--- src/rtl/pdhrx_consts.svh ---
// Timing, frame layout and filter constants for the 34 Mbit/s path receiver
`ifndef PDHRX_CONSTS_SVH
`define PDHRX_CONSTS_SVH

`define PDHRX_FAS_PATTERN 16'hF628
`define PDHRX_FAS_LAST_BIT 13'h000F
`define PDHRX_FRAME_LAST_BIT 13'h10C7
`define PDHRX_FAS_RESUME_BIT 13'h0010

`define PDHRX_EM_BYTE 10'h03D
`define PDHRX_TR_BYTE 10'h078
`define PDHRX_MA_BYTE 10'h0B3
`define PDHRX_NR_BYTE 10'h0EE
`define PDHRX_GC_BYTE 10'h129
`define PDHRX_EM_LAST_BIT 13'h01EF
`define PDHRX_MA_LAST_BIT 13'h059F

`define PDHRX_FAS_ERR_LIMIT 3'h4
`define PDHRX_FAS_OK_LIMIT 3'h5
`define PDHRX_BIP_BLOCK 10'h3E8
`define PDHRX_BIP_LIMIT 10'h3D9
`define PDHRX_RDI_FILTER 3'h5

`define PDHRX_AIS_X 3'h7
`define PDHRX_AIS_Y_LAST 13'h10C7
`define PDHRX_AIS_Z 4'h8

`endif

--- src/rtl/pdhrx_fifo.sv ---
// The payload FIFO module lives beside the path receiver in pdhrx_path_term.sv

--- src/rtl/pdhrx_pkg.sv ---
// Shared types of the 34 Mbit/s path receiver
package pdhrx_pkg;

  typedef enum logic [2:0] {
    PDHRX_HUNT    = 3'b001,
    PDHRX_CONFIRM = 3'b010,
    PDHRX_SYNC    = 3'b100
  } pdhrx_align_t;

endpackage

--- src/rtl/pdhrx_path_term.sv ---
// Receive path termination for the 34 368 kbit/s framed signal
`include "pdhrx_consts.svh"

// Notes on behaviour
// - Four consecutive errored alignment words lose alignment.
// - Over 985 parity-errored frames per 1000 lose alignment.
// - Five consecutive good alignment words regain alignment.
// - Loss-of-frame defect tracks out-of-frame state exactly.
// - Loss of frame forces all-ones output promptly.
// - Monitoring state reports loss of frame.
// - Frame parity checked against next frame's parity byte.
// - Trace, operator, channel bytes and spare bits ignored.
// - Remote defect is first maintenance byte bit.
// - Remote defect filtered over five consecutive frames.
// - Monitoring state reports remote defect status.
// - Remote error bit is second maintenance bit.
// - One-way mode ignores remote bits, near-end only.
// - All-ones alarm by seven/4296/eight zero criteria.
// - All-ones alarm forces all-ones output promptly.
// - Monitoring state reports all-ones alarm.
// - Count parity-errored frames each second.
// - Flag seconds with loss of frame or alarm.
// - Count far-end errored blocks each second.
// - Flag seconds with remote defect present.
// - Monitoring state reports two counts and two flags each second.
// - Hunt for alignment pattern, then check each frame.
// - New hunt starts one bit past last alignment, or at next frame start after parity loss.
module pdhrx_path_term #(
  parameter int CNT_WIDTH = 14,
  parameter int FIFO_DEPTH = 8
) (
  // Clock and reset
  input wire logic clk,
  input wire logic rst_n,
  // Line bit stream, one bit per accepted cycle, first bit of byte first
  input wire logic lineValid,
  input wire logic lineBit,
  output logic lineReady,
  // Recovered payload bytes
  output logic outValid,
  output logic [7:0] outData,
  input wire logic outReady,
  // Static configuration
  input wire logic monitorEnable,
  input wire logic oneWayMode,
  // One-second tick from the timebase
  input wire logic secTick,
  // Defect status
  output logic lofDefect,
  output logic lofReport,
  output logic aisReport,
  output logic rdiReport,
  // Per-second performance report
  output logic reportValid,
  output logic [CNT_WIDTH-1:0] nearErroredBlockCount,
  output logic nearDefectSecond,
  output logic [CNT_WIDTH-1:0] farErroredBlockCount,
  output logic farDefectSecond
);

  typedef struct packed {
    logic monitorMeta;
    logic monitorLevel;
    logic uniMeta;
    logic uniLevel;
    logic lineReady;
    pdhrx_pkg::pdhrx_align_t align;
    logic [15:0] shift;
    logic [12:0] bitCnt;
    logic [2:0] fasCnt;
    logic [7:0] bip;
    logic [7:0] prevBip;
    logic prevValid;
    logic [9:0] blkCnt;
    logic [9:0] blkErr;
    logic [2:0] rdiCnt;
    logic rdi;
    logic [12:0] aisWin;
    logic [2:0] aisZeros;
    logic [3:0] aisRun;
    logic ais;
    logic pushValid;
    logic [7:0] pushData;
    logic [CNT_WIDTH-1:0] nearEbc;
    logic nearDs;
    logic [CNT_WIDTH-1:0] farEbc;
    logic farDs;
    logic rptValid;
    logic [CNT_WIDTH-1:0] rptNearEbc;
    logic rptNearDs;
    logic [CNT_WIDTH-1:0] rptFarEbc;
    logic rptFarDs;
    logic lofRpt;
    logic aisRpt;
    logic rdiRpt;
  } pdhrx_state_t;

  pdhrx_state_t q;
  pdhrx_state_t d;
  logic fifoInReady;
  logic take;
  logic [15:0] shiftN;
  logic lof;
  logic frameErr;
  logic farErr;
  logic aisLow;

  function automatic logic isOverhead(input logic [9:0] idx);
    isOverhead = (idx == 10'h000) || (idx == 10'h001) ||
                 (idx == `PDHRX_EM_BYTE) || (idx == `PDHRX_TR_BYTE) ||
                 (idx == `PDHRX_MA_BYTE) || (idx == `PDHRX_NR_BYTE) ||
                 (idx == `PDHRX_GC_BYTE);
  endfunction

  function automatic logic [CNT_WIDTH-1:0] bump(input logic [CNT_WIDTH-1:0] v,
                                                input logic inc);
    bump = CNT_WIDTH'(v + {{(CNT_WIDTH - 1){1'b0}}, inc});
  endfunction

  always_comb begin
    d = q;
    frameErr = 1'b0;
    farErr = 1'b0;
    aisLow = 1'b0;
    shiftN = {q.shift[14:0], lineBit};
    lof = q.align != pdhrx_pkg::PDHRX_SYNC;
    // Settings are static but come from outside logic
    d.monitorMeta = monitorEnable;
    d.monitorLevel = q.monitorMeta;
    d.uniMeta = oneWayMode;
    d.uniLevel = q.uniMeta;
    // Ready lags the FIFO by a cycle; pushes are eight bits apart so it never overruns
    d.lineReady = fifoInReady;
    d.pushValid = 1'b0;
    take = lineValid && q.lineReady;

    if (take) begin
      d.shift = shiftN;
      d.bitCnt = (q.bitCnt == `PDHRX_FRAME_LAST_BIT) ? 13'h0000 : 13'(q.bitCnt + 13'h0001);
      d.bip[3'h7 - q.bitCnt[2:0]] = q.bip[3'h7 - q.bitCnt[2:0]] ^ lineBit;

      case (q.align)
        pdhrx_pkg::PDHRX_HUNT: begin
          // Sliding search moves on bit by bit from where the last lock was lost
          if (shiftN == `PDHRX_FAS_PATTERN) begin
            d.align = pdhrx_pkg::PDHRX_CONFIRM;
            d.fasCnt = 3'h1;
            d.bitCnt = `PDHRX_FAS_RESUME_BIT;
            d.bip = shiftN[15:8] ^ shiftN[7:0];
            d.prevValid = 1'b0;
          end
        end
        pdhrx_pkg::PDHRX_CONFIRM: begin
          if (q.bitCnt == `PDHRX_FAS_LAST_BIT) begin
            if (shiftN != `PDHRX_FAS_PATTERN) begin
              d.align = pdhrx_pkg::PDHRX_HUNT;
            end else if (3'(q.fasCnt + 3'h1) == `PDHRX_FAS_OK_LIMIT) begin
              d.align = pdhrx_pkg::PDHRX_SYNC;
              d.fasCnt = 3'h0;
              d.blkCnt = 10'h000;
              d.blkErr = 10'h000;
            end else begin
              d.fasCnt = 3'(q.fasCnt + 3'h1);
            end
          end
        end
        pdhrx_pkg::PDHRX_SYNC: begin
          if (q.bitCnt == `PDHRX_FAS_LAST_BIT) begin
            if (shiftN == `PDHRX_FAS_PATTERN) begin
              d.fasCnt = 3'h0;
            end else if (3'(q.fasCnt + 3'h1) == `PDHRX_FAS_ERR_LIMIT) begin
              d.align = pdhrx_pkg::PDHRX_HUNT;
              d.fasCnt = 3'h0;
            end else begin
              d.fasCnt = 3'(q.fasCnt + 3'h1);
            end
          end
          if (q.bitCnt == `PDHRX_EM_LAST_BIT && q.prevValid) begin
            frameErr = shiftN[7:0] != q.prevBip;
          end
          // Only the two top maintenance bits matter; the rest are dropped
          if (q.bitCnt == `PDHRX_MA_LAST_BIT && !q.uniLevel) begin
            farErr = shiftN[6];
            if (shiftN[7] != q.rdi) begin
              d.rdiCnt = 3'(q.rdiCnt + 3'h1);
              if (3'(q.rdiCnt + 3'h1) == `PDHRX_RDI_FILTER) begin
                d.rdi = shiftN[7];
                d.rdiCnt = 3'h0;
              end
            end else begin
              d.rdiCnt = 3'h0;
            end
          end
          if (frameErr) begin
            d.blkErr = 10'(q.blkErr + 10'h001);
          end
          if (q.bitCnt == `PDHRX_FRAME_LAST_BIT) begin
            d.blkCnt = 10'(q.blkCnt + 10'h001);
            if (10'(q.blkCnt + 10'h001) == `PDHRX_BIP_BLOCK) begin
              if (d.blkErr > `PDHRX_BIP_LIMIT) begin
                d.align = pdhrx_pkg::PDHRX_HUNT;
                d.fasCnt = 3'h0;
              end
              d.blkCnt = 10'h000;
              d.blkErr = 10'h000;
            end
          end
        end
        default: begin
          d.align = pdhrx_pkg::PDHRX_HUNT;
        end
      endcase

      if (q.align != pdhrx_pkg::PDHRX_HUNT && q.bitCnt == `PDHRX_FRAME_LAST_BIT) begin
        d.prevBip = d.bip;
        d.prevValid = 1'b1;
        d.bip = 8'h00;
      end

      // Zero-density alarm runs on raw bits, independent of framing
      d.aisWin = (q.aisWin == `PDHRX_AIS_Y_LAST) ? 13'h0000 : 13'(q.aisWin + 13'h0001);
      if (!lineBit && q.aisZeros != `PDHRX_AIS_X) begin
        d.aisZeros = 3'(q.aisZeros + 3'h1);
      end
      if (q.aisWin == `PDHRX_AIS_Y_LAST) begin
        aisLow = d.aisZeros < `PDHRX_AIS_X;
        d.aisZeros = 3'h0;
        if (aisLow != q.ais) begin
          d.aisRun = 4'(q.aisRun + 4'h1);
          if (4'(q.aisRun + 4'h1) == `PDHRX_AIS_Z) begin
            d.ais = aisLow;
            d.aisRun = 4'h0;
          end
        end else begin
          d.aisRun = 4'h0;
        end
      end

      // Overhead is stripped; during loss of frame or all-ones alarm every byte slot carries all-ones
      if (q.bitCnt[2:0] == 3'h7) begin
        if (lof || q.ais) begin
          d.pushValid = 1'b1;
          d.pushData = 8'hFF;
        end else if (!isOverhead(q.bitCnt[12:3])) begin
          d.pushValid = 1'b1;
          d.pushData = shiftN[7:0];
        end
      end
    end

    if (lof) begin
      d.prevValid = d.align == pdhrx_pkg::PDHRX_HUNT ? 1'b0 : d.prevValid;
    end
    if (q.uniLevel) begin
      d.rdi = 1'b0;
      d.rdiCnt = 3'h0;
    end
    if (q.align != pdhrx_pkg::PDHRX_SYNC && d.align == pdhrx_pkg::PDHRX_HUNT) begin
      d.rdiCnt = q.rdiCnt;
    end

    // Per-second filters; an event on the tick cycle lands in the closing second
    d.rptValid = 1'b0;
    if (secTick) begin
      d.rptValid = q.monitorLevel;
      // Held values move only with a report, so no silent change reaches the manager
      if (q.monitorLevel) begin
        d.rptNearEbc = bump(q.nearEbc, frameErr);
        d.rptNearDs = q.nearDs || lof || q.ais;
        d.rptFarEbc = bump(q.farEbc, farErr);
        d.rptFarDs = q.farDs || q.rdi;
      end
      d.nearEbc = {CNT_WIDTH{1'b0}};
      d.farEbc = {CNT_WIDTH{1'b0}};
      d.nearDs = 1'b0;
      d.farDs = 1'b0;
    end else begin
      d.nearEbc = bump(q.nearEbc, frameErr);
      d.nearDs = q.nearDs || lof || q.ais;
      d.farEbc = bump(q.farEbc, farErr);
      d.farDs = q.farDs || q.rdi;
    end

    d.lofRpt = q.monitorLevel && lof;
    d.aisRpt = q.monitorLevel && q.ais;
    d.rdiRpt = q.monitorLevel && q.rdi;
  end

  always_ff @(posedge clk or negedge rst_n) begin
    if (!rst_n) begin
      q <= '0;
      q.align <= pdhrx_pkg::PDHRX_HUNT;
    end else begin
      q <= d;
    end
  end

  pdhrx_fifo #(
    .WIDTH(8),
    .DEPTH(FIFO_DEPTH)
  ) payloadFifo (
    .clk(clk),
    .rst_n(rst_n),
    .inValid(q.pushValid),
    .inData(q.pushData),
    .inReady(fifoInReady),
    .outValid(outValid),
    .outData(outData),
    .outReady(outReady)
  );

  assign lineReady = q.lineReady;
  assign lofDefect = q.align != pdhrx_pkg::PDHRX_SYNC;
  assign lofReport = q.lofRpt;
  assign aisReport = q.aisRpt;
  assign rdiReport = q.rdiRpt;
  assign reportValid = q.rptValid;
  assign nearErroredBlockCount = q.rptNearEbc;
  assign nearDefectSecond = q.rptNearDs;
  assign farErroredBlockCount = q.rptFarEbc;
  assign farDefectSecond = q.rptFarDs;

endmodule

// Small synchronous FIFO with valid/ready on both sides
module pdhrx_fifo #(
  parameter int WIDTH = 8,
  parameter int DEPTH = 8
) (
  // Clock and reset
  input wire logic clk,
  input wire logic rst_n,
  // Filling side
  input wire logic inValid,
  input wire logic [WIDTH-1:0] inData,
  output logic inReady,
  // Draining side
  output logic outValid,
  output logic [WIDTH-1:0] outData,
  input wire logic outReady
);

  // DEPTH must be a power of two so the pointers wrap by themselves
  localparam int AW = $clog2(DEPTH);

  typedef struct packed {
    logic [DEPTH-1:0][WIDTH-1:0] mem;
    logic [AW-1:0] wrPtr;
    logic [AW-1:0] rdPtr;
    logic [AW:0] count;
    logic notEmpty;
  } pdhrx_fifo_state_t;

  pdhrx_fifo_state_t q;
  pdhrx_fifo_state_t d;
  logic push;
  logic pop;

  assign inReady = q.count != (AW + 1)'(DEPTH);
  assign outValid = q.notEmpty;
  assign outData = q.mem[q.rdPtr];

  always_comb begin
    d = q;
    push = inValid && inReady;
    pop = outValid && outReady;
    if (push) begin
      d.mem[q.wrPtr] = inData;
      d.wrPtr = AW'(q.wrPtr + 1'b1);
    end
    if (pop) begin
      d.rdPtr = AW'(q.rdPtr + 1'b1);
    end
    if (push && !pop) begin
      d.count = (AW + 1)'(q.count + 1'b1);
    end else if (pop && !push) begin
      d.count = (AW + 1)'(q.count - 1'b1);
    end
    d.notEmpty = d.count != '0;
  end

  always_ff @(posedge clk or negedge rst_n) begin
    if (!rst_n) begin
      q <= '0;
    end else begin
      q <= d;
    end
  end

endmodule

--- config.mk ---
export PLATFORM = sky130hd
export DESIGN_NAME = pdhrx_path_term
export DESIGN_NICKNAME = d
export VERILOG_FILES = /design/src/rtl/pdhrx_fifo.sv /design/src/rtl/pdhrx_pkg.sv /design/src/rtl/pdhrx_path_term.sv
export VERILOG_INCLUDE_DIRS = /design/src /design/src/rtl
export SDC_FILE = /design/constraint.sdc
export NUM_CORES = 1
export LEC_CHECK = 0
export BUFFER_PORTS_ARGS = -buffer_cell sky130_fd_sc_hd__buf_2
export CAP_MARGIN = 20
export CORE_AREA = 3 3 142 144
export CTS_CLUSTER_SIZE = 24
export DETAILED_ROUTE_END_ITERATION = 12
export DIE_AREA = 0 0 145 147
export GPL_TIMING_DRIVEN = 0
export MAX_ROUTING_LAYER = met4
export PLACE_DENSITY = 0.9
export SLEW_MARGIN = 40
export SYNTH_ARGS = -nofsm -noshare
export SYNTH_HDL_FRONTEND = slang
export SYNTH_HIERARCHICAL = 1
export SYNTH_SLANG_ARGS = --single-unit
--- constraint.sdc ---
create_clock -name clk -period 8.9 [get_ports clk]
set_input_delay 0.89 -clock clk [delete_from_list [all_inputs] [get_ports clk]]
set_output_delay 0.89 -clock clk [all_outputs]
set_load 0.05 [all_outputs]
# After elaboration in Yosys (flattened, before gate mapping)

Cells that the tools add are included.

Add/sub/neg operators: 15
Magnitude comparators: 7
Equality and inequality tests: 36
Mux-type cells: 79
Bitwise logic cells: 3
Reductions and logical operators: 48

Operators by type and width:

| operator              | count |
|---|---|
| $mux 106              | 1 |
| $mux 20               | 5 |
| $mux 3                | 22 |
| $bwmux 64             | 1 |
| $mux 30               | 2 |
| $pmux 20 s2           | 1 |
| $mux 13               | 3 |
| $mux 8                | 4 |
| $mux 31               | 1 |
| $mux 10               | 3 |
| $add 14x1->14         | 2 |
| $mux 4                | 7 |
| $mux 9                | 3 |
| $add 13x1->13 const B | 2 |
| $eq 13x13->1 const B  | 2 |
| $bmux 8 s3            | 1 |
| $demux 8 s3           | 1 |
| $mux 24               | 1 |
| $add 10x1->10 const B | 2 |
| $eq 10x8->1 const B   | 2 |
| $pmux 3 s3            | 2 |
| $mux 17               | 1 |
| $eq 16x16->1 const B  | 1 |
| $mux 1                | 16 |
| other kinds (46)      | 102 |

Register bits: 250
Output and inout port bits: 45
Word-level logic and storage cells: 234

# Longest topological paths before layout

Gate-level depths: netlist (run 1).

Word-level depth: 18
Depth in mapped cells: 15

# By module

Netlist (run 1), hierarchy kept.

Modules (own cells, without submodules):

| module          | instances | cells an instance | area an instance (um^2) |
|---|---|---|---|
| pdhrx_path_term | 1         | 954               | 9029.9 |
| pdhrx_fifo      | 1         | 240               | 3623.5 |

# Worst setup path before layout (run 1)

OpenSTA, ideal clock, no wires.

Path type: flip-flop to flip-flop
Start: register q[167] (netlist name)
End: register q (netlist bit farErroredBlockCount[12])
Setup time: 0.133 ns
Data arrival time: 3.086 ns
Setup slack: 5.682 ns
Stages on the path, launching flop included: 15
Path buffers: 2
Cell sequence: dfstp_2 > nor2_2 > inv_1 > clkbuf_1 > clkbuf_1 > nor3_1 > ha_1 > ha_1 > nand3_1 > nor2_1 > and3_1 > and3_1 > nand3_1 > xor2_1 > a21oi_1

RTL lines:

| element   | line                  | source |
|---|---|---|
| to (decl) | pdhrx_path_term.sv:98 | `pdhrx_state_t q;` |

==> impl_metrics.env, run 1 <==
export IMPL_slowest_stage="dfrtp_1"
export IMPL_initial_core_util=0.672
export IMPL_core_area_um2=18800
export IMPL_fin_crit_ps=3920
export IMPL_gp_congestion=0.897
export IMPL_grt_ovfl_total=0
export IMPL_grt_pass1_vias=9645
export IMPL_io_pin_count=53
export IMPL_post_cts_resized=0
export IMPL_ant_nets=0
export IMPL_cp_top_family="simple AND/OR/NAND/NOR gates"
export IMPL_die_area_um2=21300
export IMPL_avgSynthCellArea_um2=10.6
export IMPL_synth_seq_cells=249
export IMPL_drv_slew=0
export IMPL_yosys_most_used_dff="dfrtp_1"
export IMPL_grt_max_degree=77
export IMPL_leakage_nw=6.64
export IMPL_htree_levels=1
export IMPL_die_w_um=145
export IMPL_total_power_w=0.00349
export IMPL_relSlewSlack=0.462
export IMPL_crit_chain="nand2b_1 -> nor2_2 -> inv_1 -> clkbuf_1 -> clkbuf_1 -> nor3_1 -> ha_1 -> ha_1 -> nand3_1 -> nor2_1 -> and3_1 -> and3_1 -> nand3_1 -> xor2_1 -> a21oi_1"
export IMPL_firstDrtPassIters=7
export IMPL_crit_arrival_ps=4310
export IMPL_worst_pin_slew_ps=799
export IMPL_port_buffers=51
export IMPL_clk_latency_ps=530
export IMPL_async_reset_ff_frac=1.00
export IMPL_crit_type="reg2reg"
export IMPL_nets=1306
export IMPL_row_count=50
export IMPL_synth_edf_count=0
export IMPL_cts_tree="yes"
export IMPL_hold_viol=0
export IMPL_synth_net_count=1224
export IMPL_cts_hold_buf=0
export IMPL_drt_iter0_markers=906
export IMPL_min_path_type="in2async"
export IMPL_maxCapViolCount=0
export IMPL_clock_path_buffers=3
export IMPL_required_ps=9300
export IMPL_clock_fmax_ghz=0.255
export IMPL_cts_inserted_buffers=26
export IMPL_drive_gt1_frac=0.211
export IMPL_min_period_over_period=0.440
export IMPL_final_core_util=0.755
export IMPL_cts_root_buf="clkbuf_16"
export IMPL_worstSetupEndpointType="flop"
export IMPL_crit_fanout=10
export IMPL_cts_sinks=249
export IMPL_n_antenna_cell=0
export IMPL_vias=9577
export IMPL_max_stage_delay_ps=450
export IMPL_ys_warn_count=6
export IMPL_crit_path_start_kind="flop"
export IMPL_cts_setup_buffers=0
export IMPL_grt_use_total=0.283
export IMPL_grt_pass1_wl_um=48700
export IMPL_post_route_drc_count=0
export IMPL_finalSetupTns_ps=0
export IMPL_wl_um=29500
export IMPL_setup_viol=0
export IMPL_die_h_um=147
export IMPL_areaGrowthSynthToFinish_pct=12.4
export IMPL_seq_area_frac_synth=0.493
export IMPL_hold_ws_ps=292
export IMPL_dpl_hpwl_um=19700
export IMPL_rsz0062_at_grt="no"
export IMPL_num_fill_cells=1177
export IMPL_clock_skew_ps=19.5
export IMPL_p_per_area_nw_per_um2=246
export IMPL_clk_pin_slew_ps=60
export IMPL_vias_per_cell=6.15
export IMPL_max_vdd_ir_drop_v=0.000133
export IMPL_synth_cell_types=83
export IMPL_critPathBufInv=3
export IMPL_synthesis_area_um2=12700
export IMPL_wl_per_cell_um=19.0
export IMPL_status="complete, no violations"
export IMPL_antenna_found_initial=0
export IMPL_syn_inst=1194
## worst paths after layout
| check | start | end | slack (ps) | cells past startpoint |
|---|---|---|---|---|
| hold / removal | rst_n | payloadFifo/q[8]$_DFFE_PN0P_ | 290 | 1 |
| max in group asynchronous | rst_n | q[167]$_DFF_PN1_ | 7800 | 2 |
| setup reg to reg | q[168]$_DFF_PN0_ | farErroredBlockCount[12]$_DFFE_PN0P_ | 4980 | 15 |
| setup / recovery | q[168]$_DFF_PN0_ | farErroredBlockCount[12]$_DFFE_PN0P_ | 4980 | 15 |
| hold reg to reg | d[173]$_DFF_PN0_ | q[173]$_DFF_PN0_ | 360 | 0 |
| min in group clk | d[173]$_DFF_PN0_ | q[173]$_DFF_PN0_ | 360 | 0 |
## cells in the mapped netlist, types with 27 or more instances
| cell | instances | area share |
|---|---|---|
| mux2_2 | 71 | 0.063 |
| nor2_1 | 125 | 0.037 |
| xor2_1 | 34 | 0.024 |
| nand3_1 | 27 | 0.011 |
| o21ai_0 | 36 | 0.014 |
| xnor2_1 | 30 | 0.021 |
| buf_4 | 30 | 0.018 |
| nand2_1 | 138 | 0.041 |
| dfrtp_1 | 248 | 0.49 |
| a21oi_1 | 49 | 0.019 |
| clkbuf_1 | 42 | 0.012 |
## power breakdown
part | internal, W | total, W | switching [W] | leakage, nW
logic | 0.000363 | 0.000867 | 0.000504 | 2.91
clock network | 0.000668 | 0.00112 | 0.000457 | 0.453
registers | 0.00130 | 0.00150 | 0.000196 | 3.28
## placed cells by master, fill, tap and decap left out, drive strengths merged, types with 4 or more instances in the layout
master	count
xnor2	30
nand4b	5
mux2	87
nor3b	5
a21boi	4
mux2i	11
buf	101
nand4	21
o21ai	40
xor2	34
nor2b	8
and3	18
nand2	140
o2bb2ai	4
or3	14
nor4	12
and4	4
nand2b	10
nor3	20
a31oi	21
clkinv	12
inv	23
clkbuf	75
mux4	18
or4b	4
nor4b	4
nor2	127
ha	22
a21oi	49
nand3	28
a22o	14
nand3b	9
and2	14
o31ai	6
dfrtp	248
## registers in the layout, summed over array words and instances (netlist names)
register and count:
nearDefectSecond 1, rdiReport 1, lofReport 1, q 137, reportValid 1, payloadFifo/outValid 1, aisReport 1, farDefectSecond 1
payloadFifo/q 74, nearErroredBlockCount 14, lineReady 1, d 2, farErroredBlockCount 14
## through the flow
| stage | area (um2) | std cells | setup WS [ps] |
|---|---|---|---|
| after floorplan | 12700 | 1194 | 5680 |
| after global placement | 13200 | 1505 | 2650 |
| after detailed placement | 13300 | 1508 | 5090 |
| after CTS | 14200 | 1556 | 5050 |
| after global routing | 14200 | 1556 | 4730 |
| final | 14200 | 1556 | 4980 |
## cell families after synthesis
family / Yosys count / share of synthesized area
muxes: 116 / 0.123
xor gates and xnor gates: 64 / 0.0443
DFF: 249 / 0.493
and+or+nand+nor: 453 / 0.180
AOI/OAI and AO/OA: 178 / 0.0928
adders and majority gates: 22 / 0.0218
buffers and inverters: 112 / 0.0455
## per-layer routing
layer	up-vias	GRT usage	share of wire
met5	-	-	0
met4	0	0.0770	0.027
met3	85	0.0367	0.048
met2	328	0.496	0.52
met1	4788	0.350	0.41
li1	4376	-	-
## final cells by class
cell class	count	area, um2	area share
sequential	249	6230	0.438
multi-input combinational	833	5850	0.411
clock buffer	33	727	0.0511
buffer	89	484	0.0340
timing repair buffer	54	348	0.0245
tap	260	325	0.0229
clock inverter	15	168	0.0118
inverter	23	91.3	0.00642
Note: power is estimated with default switching activity, not from simulation.
==> inputs of run 2 (changes only) <==
- CORE_AREA: 3 3 142 144 -> 3 3 147 149
- DIE_AREA: 0 0 145 147 -> 0 0 150 152
- PLACE_DENSITY: 0.9 -> 0.85
- clock period: 8.9 -> 3.8 ns (I/O delays scaled with it)
==> run 2 against run 1 <==
Design area up 0.33%. Clock power up 130%. Hold slack worse by 170 ps. First-iteration DRC count down 28%. Global-route usage down 3.0 points. Sequential cell count unchanged. Count of clock-buffer cells in the layout down 1. Critical endpoint unchanged. Highest routed layer unchanged. Largest power group unchanged. Wire length down 5.9%. Critical path type unchanged.
==> impl_metrics.env, run 2 (same netlist as run 1, synthesis figures left out) <==
export IMPL_p_int_w=0.00546
export IMPL_fin_area_um2=14300
export IMPL_gp_congestion=0.969
export IMPL_regArea_um2=6230
export IMPL_core_area_um2=20300
export IMPL_setup_viol=0
export IMPL_wl_um=27700
export IMPL_ff2ff_path_depth=15
export IMPL_p_seq_frac=0.430
export IMPL_combPwrFrac=0.246
export IMPL_crit_arrival_ps=3930
export IMPL_r2r_start="q[168]$_DFF_PN0_"
export IMPL_port_buffers=51
export IMPL_r2r_end="farErroredBlockCount[12]$_DFFE_PN0P_"
export IMPL_num_fill_cells=1388
export IMPL_areaGrowthSynthToFinish_pct=12.8
export IMPL_clock_fmax_ghz=0.284
export IMPL_antenna_found_initial=0
export IMPL_grt_ovfl_total=0
export IMPL_die_h_um=152
export IMPL_min_period_over_period=0.926
export IMPL_drive_gt1_frac=0.213
export IMPL_post_route_drc_count=0
export IMPL_p_sw_w=0.00264
export IMPL_min_from="lineBit"
export IMPL_relSlewSlack=0.502
export IMPL_sw_frac_of_total=0.326
export IMPL_wl_per_cell_um=17.7
export IMPL_worst_pin_slew_ps=743
export IMPL_crit_path_start_kind="flop"
export IMPL_dpl_hpwl_um=18800
export IMPL_required_ps=4210
export IMPL_rsz0062_at_grt="no"
export IMPL_cts_tree="yes"
export IMPL_leakage_nw=6.65
export IMPL_die_area_um2=22800
export IMPL_top_register="q"
export IMPL_finalSetupTns_ps=0
export IMPL_multi_input_area_um2=5850
export IMPL_cts_root_buf="clkbuf_16"
export IMPL_drv_slew=0
export IMPL_crit_fanout=10
export IMPL_die_w_um=150
export IMPL_status="complete, no violations"
export IMPL_maxCapViolCount=0
export IMPL_vias_per_cell=6.00
export IMPL_whs_path_depth=3
export IMPL_dp_cells=1518
export IMPL_crit_type="reg2reg"
export IMPL_clock_skew_ps=24.3
export IMPL_clk_latency_ps=540
export IMPL_final_cells=1566
export IMPL_initial_core_util=0.623
export IMPL_hold_viol=0
export IMPL_grt_use_total=0.253
export IMPL_grt_pass1_vias=9471
export IMPL_cts_sinks=249
export IMPL_mostFrequentLayoutCell="dfrtp_1"
export IMPL_largest_register_ffs=137
export IMPL_clk_pin_slew_ps=60
export IMPL_io_pin_count=53
export IMPL_vias=9396
export IMPL_drt_iter0_markers=648
export IMPL_grt_pass1_wl_um=46800
export IMPL_reg_top3="q: 137 flops, payloadFifo/q: 74 flops"
export IMPL_final_cell_mix="dfrtp_1 (248), nand2_1 (138), nor2_1 (125)"
export IMPL_n_antenna_cell=0
export IMPL_fin_crit_ps=3520
export IMPL_r2r_slack_ps=280
export IMPL_max_vdd_ir_drop_v=0.000324
export IMPL_row_count=52
export IMPL_clock_path_buffers=3
export IMPL_firstDrtPassIters=5
export IMPL_worstSetupEndpointType="flop"
export IMPL_grt_max_degree=79
export IMPL_holdPathEnd="q[151]$_DFFE_PN0P_"
export IMPL_cts_inserted_buffers=26
export IMPL_htree_levels=1
export IMPL_total_power_w=0.00810
export IMPL_min_path_type="in2reg"
export IMPL_ant_nets=0
export IMPL_clkPwrFrac=0.325
export IMPL_nets=1308
export IMPL_hold_ws_ps=122
export IMPL_dpl_cell_area_um2=13300
export IMPL_p_per_area_nw_per_um2=568
## run 2: cell count changes in the layout (fill, tap and decap cells not counted), sizes merged
cell | before | now
dlygate4sd3 | 0 | 3
buf | 101 | 102
inv | 23 | 22
clkinv | 12 | 10
clkinvlp | 0 | 2
clkbuf | 75 | 72
## run 2: power by group through the flow
stage               registers [W]  clock network, W  logic [W]
floorplan                 0.00341                 0    0.00153
global placement          0.00348                 0    0.00188
detailed placement        0.00351                 0    0.00197
CTS                       0.00348           0.00267    0.00200
global route              0.00354           0.00278    0.00219
finish                    0.00348           0.00263    0.00199
## run 2: stage by stage
stage / worst slack [ps] / util
floorplan: 582 / -
global placement: -1980 / 0.653
detailed placement: 124 / 0.657
CTS: 81.4 / 0.703
global route: 38.6 / 0.703
finish: 281 / 0.703
## run 2: how the worst max path moves through the flow
stage / from / end / slack (ps) / cells after the start
after floorplan: q[167]$_DFF_PN1_ / farErroredBlockCount[12]$_DFFE_PN0P_ / 580 / 14
after global placement: rst_n / nearErroredBlockCount[7]$_DFFE_PN0P_ / -1980 / 1
after detailed placement: q[168]$_DFF_PN0_ / farErroredBlockCount[12]$_DFFE_PN0P_ / 120 / 15
after CTS: q[168]$_DFF_PN0_ / farErroredBlockCount[12]$_DFFE_PN0P_ / 80 / 15
after global routing: q[168]$_DFF_PN0_ / farErroredBlockCount[12]$_DFFE_PN0P_ / 40 / 15
final: q[168]$_DFF_PN0_ / farErroredBlockCount[12]$_DFFE_PN0P_ / 280 / 15
## run 2: per-layer routing
layer	up-vias	global-route usage	wire, um
met5	-	-	0
li1	4379	-	-
met1	4674	0.331	11800
met4	0	0.0715	765
met3	60	0.0369	1350
met2	283	0.415	13900
## run 2: critical path: stages, from the launching register on
cell and delay, ps:
dfrtp_1 460, nand2b_1 210, nor2_2 220, inv_1 160, clkbuf_2 220, buf_2 240
nor3_2 280, ha_1 250, ha_1 210, nand3_1 130, nor2_1 180, and3_1 220
and3_1 210, nand3_1 100, xor2_1 210, a21oi_1 100
## run 2: area by class of cell
type,instances,share of cell area
Clock inverter,14,0.0121
Multi-Input combinational cell,833,0.410
Buffer,88,0.0338
Timing Repair Buffer,57,0.0265
Clock buffer,32,0.0507
Sequential cell,249,0.437
Tap cell,270,0.0237
Inverter,23,0.00640
## run 2: repair_timing
action / 4_1_cts / 5_1_grt
endpoints found under the hold margin: 22 / 0
resized for setup: 0 / 6
endpoints found under the setup margin: 0 / 9
hold buffers: 3 / 0
buffers inserted: 0 / 0
==> inputs of run 3 (changes only) <==
- CELL_PAD_IN_SITES_DETAIL_PLACEMENT: unset -> 2
- CELL_PAD_IN_SITES_GLOBAL_PLACEMENT: unset -> 2
- CORE_AREA: 3 3 147 149 -> 3 3 180 182
- DIE_AREA: 0 0 150 152 -> 0 0 183 185
- PLACE_DENSITY: 0.85 -> 0.84
==> run 3 against run 2 <==
First-iteration DRC count shrank 24%. Utilization decreased by 23 points. Clock power grew 5%. Register-to-register slack got worse by 99 ps. Wire length increased by 45%. Via count is 3.5% higher. Count of clock-buffer cells in the layout increased by 12. Non-clock buffer count unchanged. Sequential cell count unchanged. Die area grew 48%. Total power is 4.2% higher. Final cell count rose by 8.4%. Largest cell class unchanged.
==> impl_metrics.env, run 3 (same netlist as run 1, synthesis figures left out) <==
export IMPL_status="complete, no violations"
export IMPL_worst_pin_slew_ps=771
export IMPL_clock_fmax_ghz=0.276
export IMPL_hold_viol=0
export IMPL_required_ps=4200
export IMPL_critPathBufInv=0
export IMPL_drv_slew=0
export IMPL_max_vdd_ir_drop_v=0.000378
export IMPL_die_area_um2=33900
export IMPL_post_route_drc_count=0
export IMPL_largest_register_ffs=137
export IMPL_fin_crit_ps=3620
export IMPL_min_from="lineBit"
export IMPL_vias_per_cell=5.73
export IMPL_crit_type="reg2reg"
export IMPL_r2r_end="nearErroredBlockCount[13]$_DFFE_PN0P_"
export IMPL_layout_setup_ws_ps=182
export IMPL_gp_congestion=0.855
export IMPL_drt_iter0_markers=494
export IMPL_mostFrequentLayoutCell="dfrtp_1"
export IMPL_crit_arrival_ps=4020
export IMPL_clock_path_buffers=3
export IMPL_ant_nets=0
export IMPL_dpl_hpwl_um=26700
export IMPL_clk_latency_ps=560
export IMPL_nets=1312
export IMPL_max_stage_delay_ps=650
export IMPL_die_w_um=183
export IMPL_ff2ff_path_depth=12
export IMPL_final_cell_mix="dfrtp_1 (248), nand2_1 (138), nor2_1 (122)"
export IMPL_core_area_um2=30700
export IMPL_rsz0062_at_grt="no"
export IMPL_final_core_util=0.472
export IMPL_setup_viol=0
export IMPL_htree_levels=1
export IMPL_crit_fanout=7
export IMPL_cpMostUsedCell="and3_1"
export IMPL_final_cells=1697
export IMPL_grt_max_degree=64
export IMPL_wl_um=40100
export IMPL_r2r_slack_ps=180
export IMPL_holdPathEnd="q[151]$_DFFE_PN0P_"
export IMPL_total_power_w=0.00844
export IMPL_crit_chain="xor2_1 -> nor4_1 -> a211o_1 -> nor2_2 -> ha_2 -> and3_1 -> and4_1 -> and3_1 -> and3_1 -> nand3_1 -> xor2_1 -> a21oi_1"
export IMPL_leakage_nw=6.67
export IMPL_wl_per_cell_um=23.7
export IMPL_cts_tree="yes"
export IMPL_num_fill_cells=3153
export IMPL_n_antenna_cell=0
export IMPL_port_buffers=51
export IMPL_top_register="q"
export IMPL_dp_cells=1645
export IMPL_relSlewSlack=0.480
export IMPL_min_period_over_period=0.952
export IMPL_drive_gt1_frac=0.217
export IMPL_worstSetupEndpointType="flop"
export IMPL_firstDrtPassIters=5
export IMPL_r2r_start="q[156]$_DFFE_PN0P_"
export IMPL_clk_pin_slew_ps=60
export IMPL_post_place_ws_ps=-276
export IMPL_cp_top_family="simple AND/OR/NAND/NOR gates"
export IMPL_grt_pass1_vias=11100
export IMPL_min_path_type="in2reg"
export IMPL_grt_use_total=0.248
export IMPL_antenna_found_initial=0
export IMPL_dpl_cell_area_um2=13500
export IMPL_path_depth=12
export IMPL_grt_pass1_wl_um=65100
export IMPL_cts_root_buf="clkbuf_16"
export IMPL_io_pin_count=53
export IMPL_areaGrowthSynthToFinish_pct=14.7
export IMPL_fin_area_um2=14500
export IMPL_cts_inserted_buffers=29
export IMPL_crit_path_start_kind="flop"
export IMPL_grt_ovfl_total=0
export IMPL_slowest_stage="nor4_1"
export IMPL_row_count=64
export IMPL_clock_skew_ps=33.3
export IMPL_die_h_um=185
export IMPL_initial_core_util=0.411
export IMPL_reg_top3="q: 137 flops, payloadFifo/q: 74 flops"
export IMPL_cts_sinks=249
export IMPL_whs_path_depth=3
export IMPL_p_per_area_nw_per_um2=582
export IMPL_vias=9722
export IMPL_maxCapViolCount=0
## run 3: cell types whose count changed in the layout (fill, tap and decap cells not counted), moves of 2 or more
cell	change
bufinv_16	-2
clkbuf_1	+6
clkbuf_16	+3
clkbuf_8	+3
clkinv_2	-2
clkinv_4	-3
nor2_1	-3
nor2_2	+2
## run 3: through the flow
step | hold slack, ps | TNS, ps
detailed placement | 278 | -754
floorplan | 84.4 | 0
finish | 141 | 0
global placement | 335 | -570500
CTS | 118 | 0
global route | 136 | 0
## run 3: power by group
group,total (W),internal [W],switching (W)
Sequential,0.00355,0.00306,0.000497
Combinational,0.00214,0.000861,0.00128
Clock,0.00275,0.00162,0.00113
## run 3: worst max path at each step
| stage | slack [ps] | from | end |
|---|---|---|---|
| 2_1_floorplan | 580 | q[167]$_DFF_PN1_ | farErroredBlockCount[12]$_DFFE_PN0P_ |
| 3_5_place_dp | -280 | q[168]$_DFF_PN0_ | q[47]$_DFF_PN0_ |
| 4_1_cts | 90 | q[157]$_DFFE_PN0P_ | nearErroredBlockCount[13]$_DFFE_PN0P_ |
| 5_1_grt | 5 | q[138]$_DFFE_PN0P_ | nearErroredBlockCount[12]$_DFFE_PN0P_ |
| 6_report | 180 | q[156]$_DFFE_PN0P_ | nearErroredBlockCount[13]$_DFFE_PN0P_ |
| 3_3_place_gp | -2320 | rst_n | q[114]$_DFFE_PN0P_ |
## run 3: metal layers
| layer | vias up | global-route usage | share of wire |
|---|---|---|---|
| li1 | 4378 | - | - |
| met1 | 5127 | 0.299 | 0.42 |
| met2 | 148 | 0.450 | 0.53 |
| met3 | 69 | 0.0236 | 0.025 |
| met4 | 0 | 0.0628 | 0.025 |
| met5 | - | - | 0 |
## run 3: area by class of cell
| cell class | count | area [um2] | area share |
|---|---|---|---|
| Timing Repair inverter | 1 | 5.00 | 0.000345 |
| Clock buffer | 44 | 862 | 0.0594 |
| Clock inverter | 6 | 63.8 | 0.00440 |
| Sequential cell | 249 | 6230 | 0.429 |
| Timing Repair Buffer | 59 | 413 | 0.0284 |
| Buffer | 86 | 473 | 0.0326 |
| Multi-Input combinational cell | 833 | 5880 | 0.405 |
| Tap cell | 396 | 495 | 0.0341 |
| Inverter | 23 | 95.1 | 0.00655 |
## run 3: repair_timing
action                                 4_1_cts  5_1_grt
resized for setup                            4        5
hold buffers                                 3        0
gates cloned                                 1        0
setup buffers                                1        0
endpoints found under the hold margin       34        0
setup endpoints to repair                   12        5
## run 3: worst min-delay path: cells and delay by family
family	cells	cell delay, ps
buffers and inverters	1	130
and+or+nand+nor	2	110
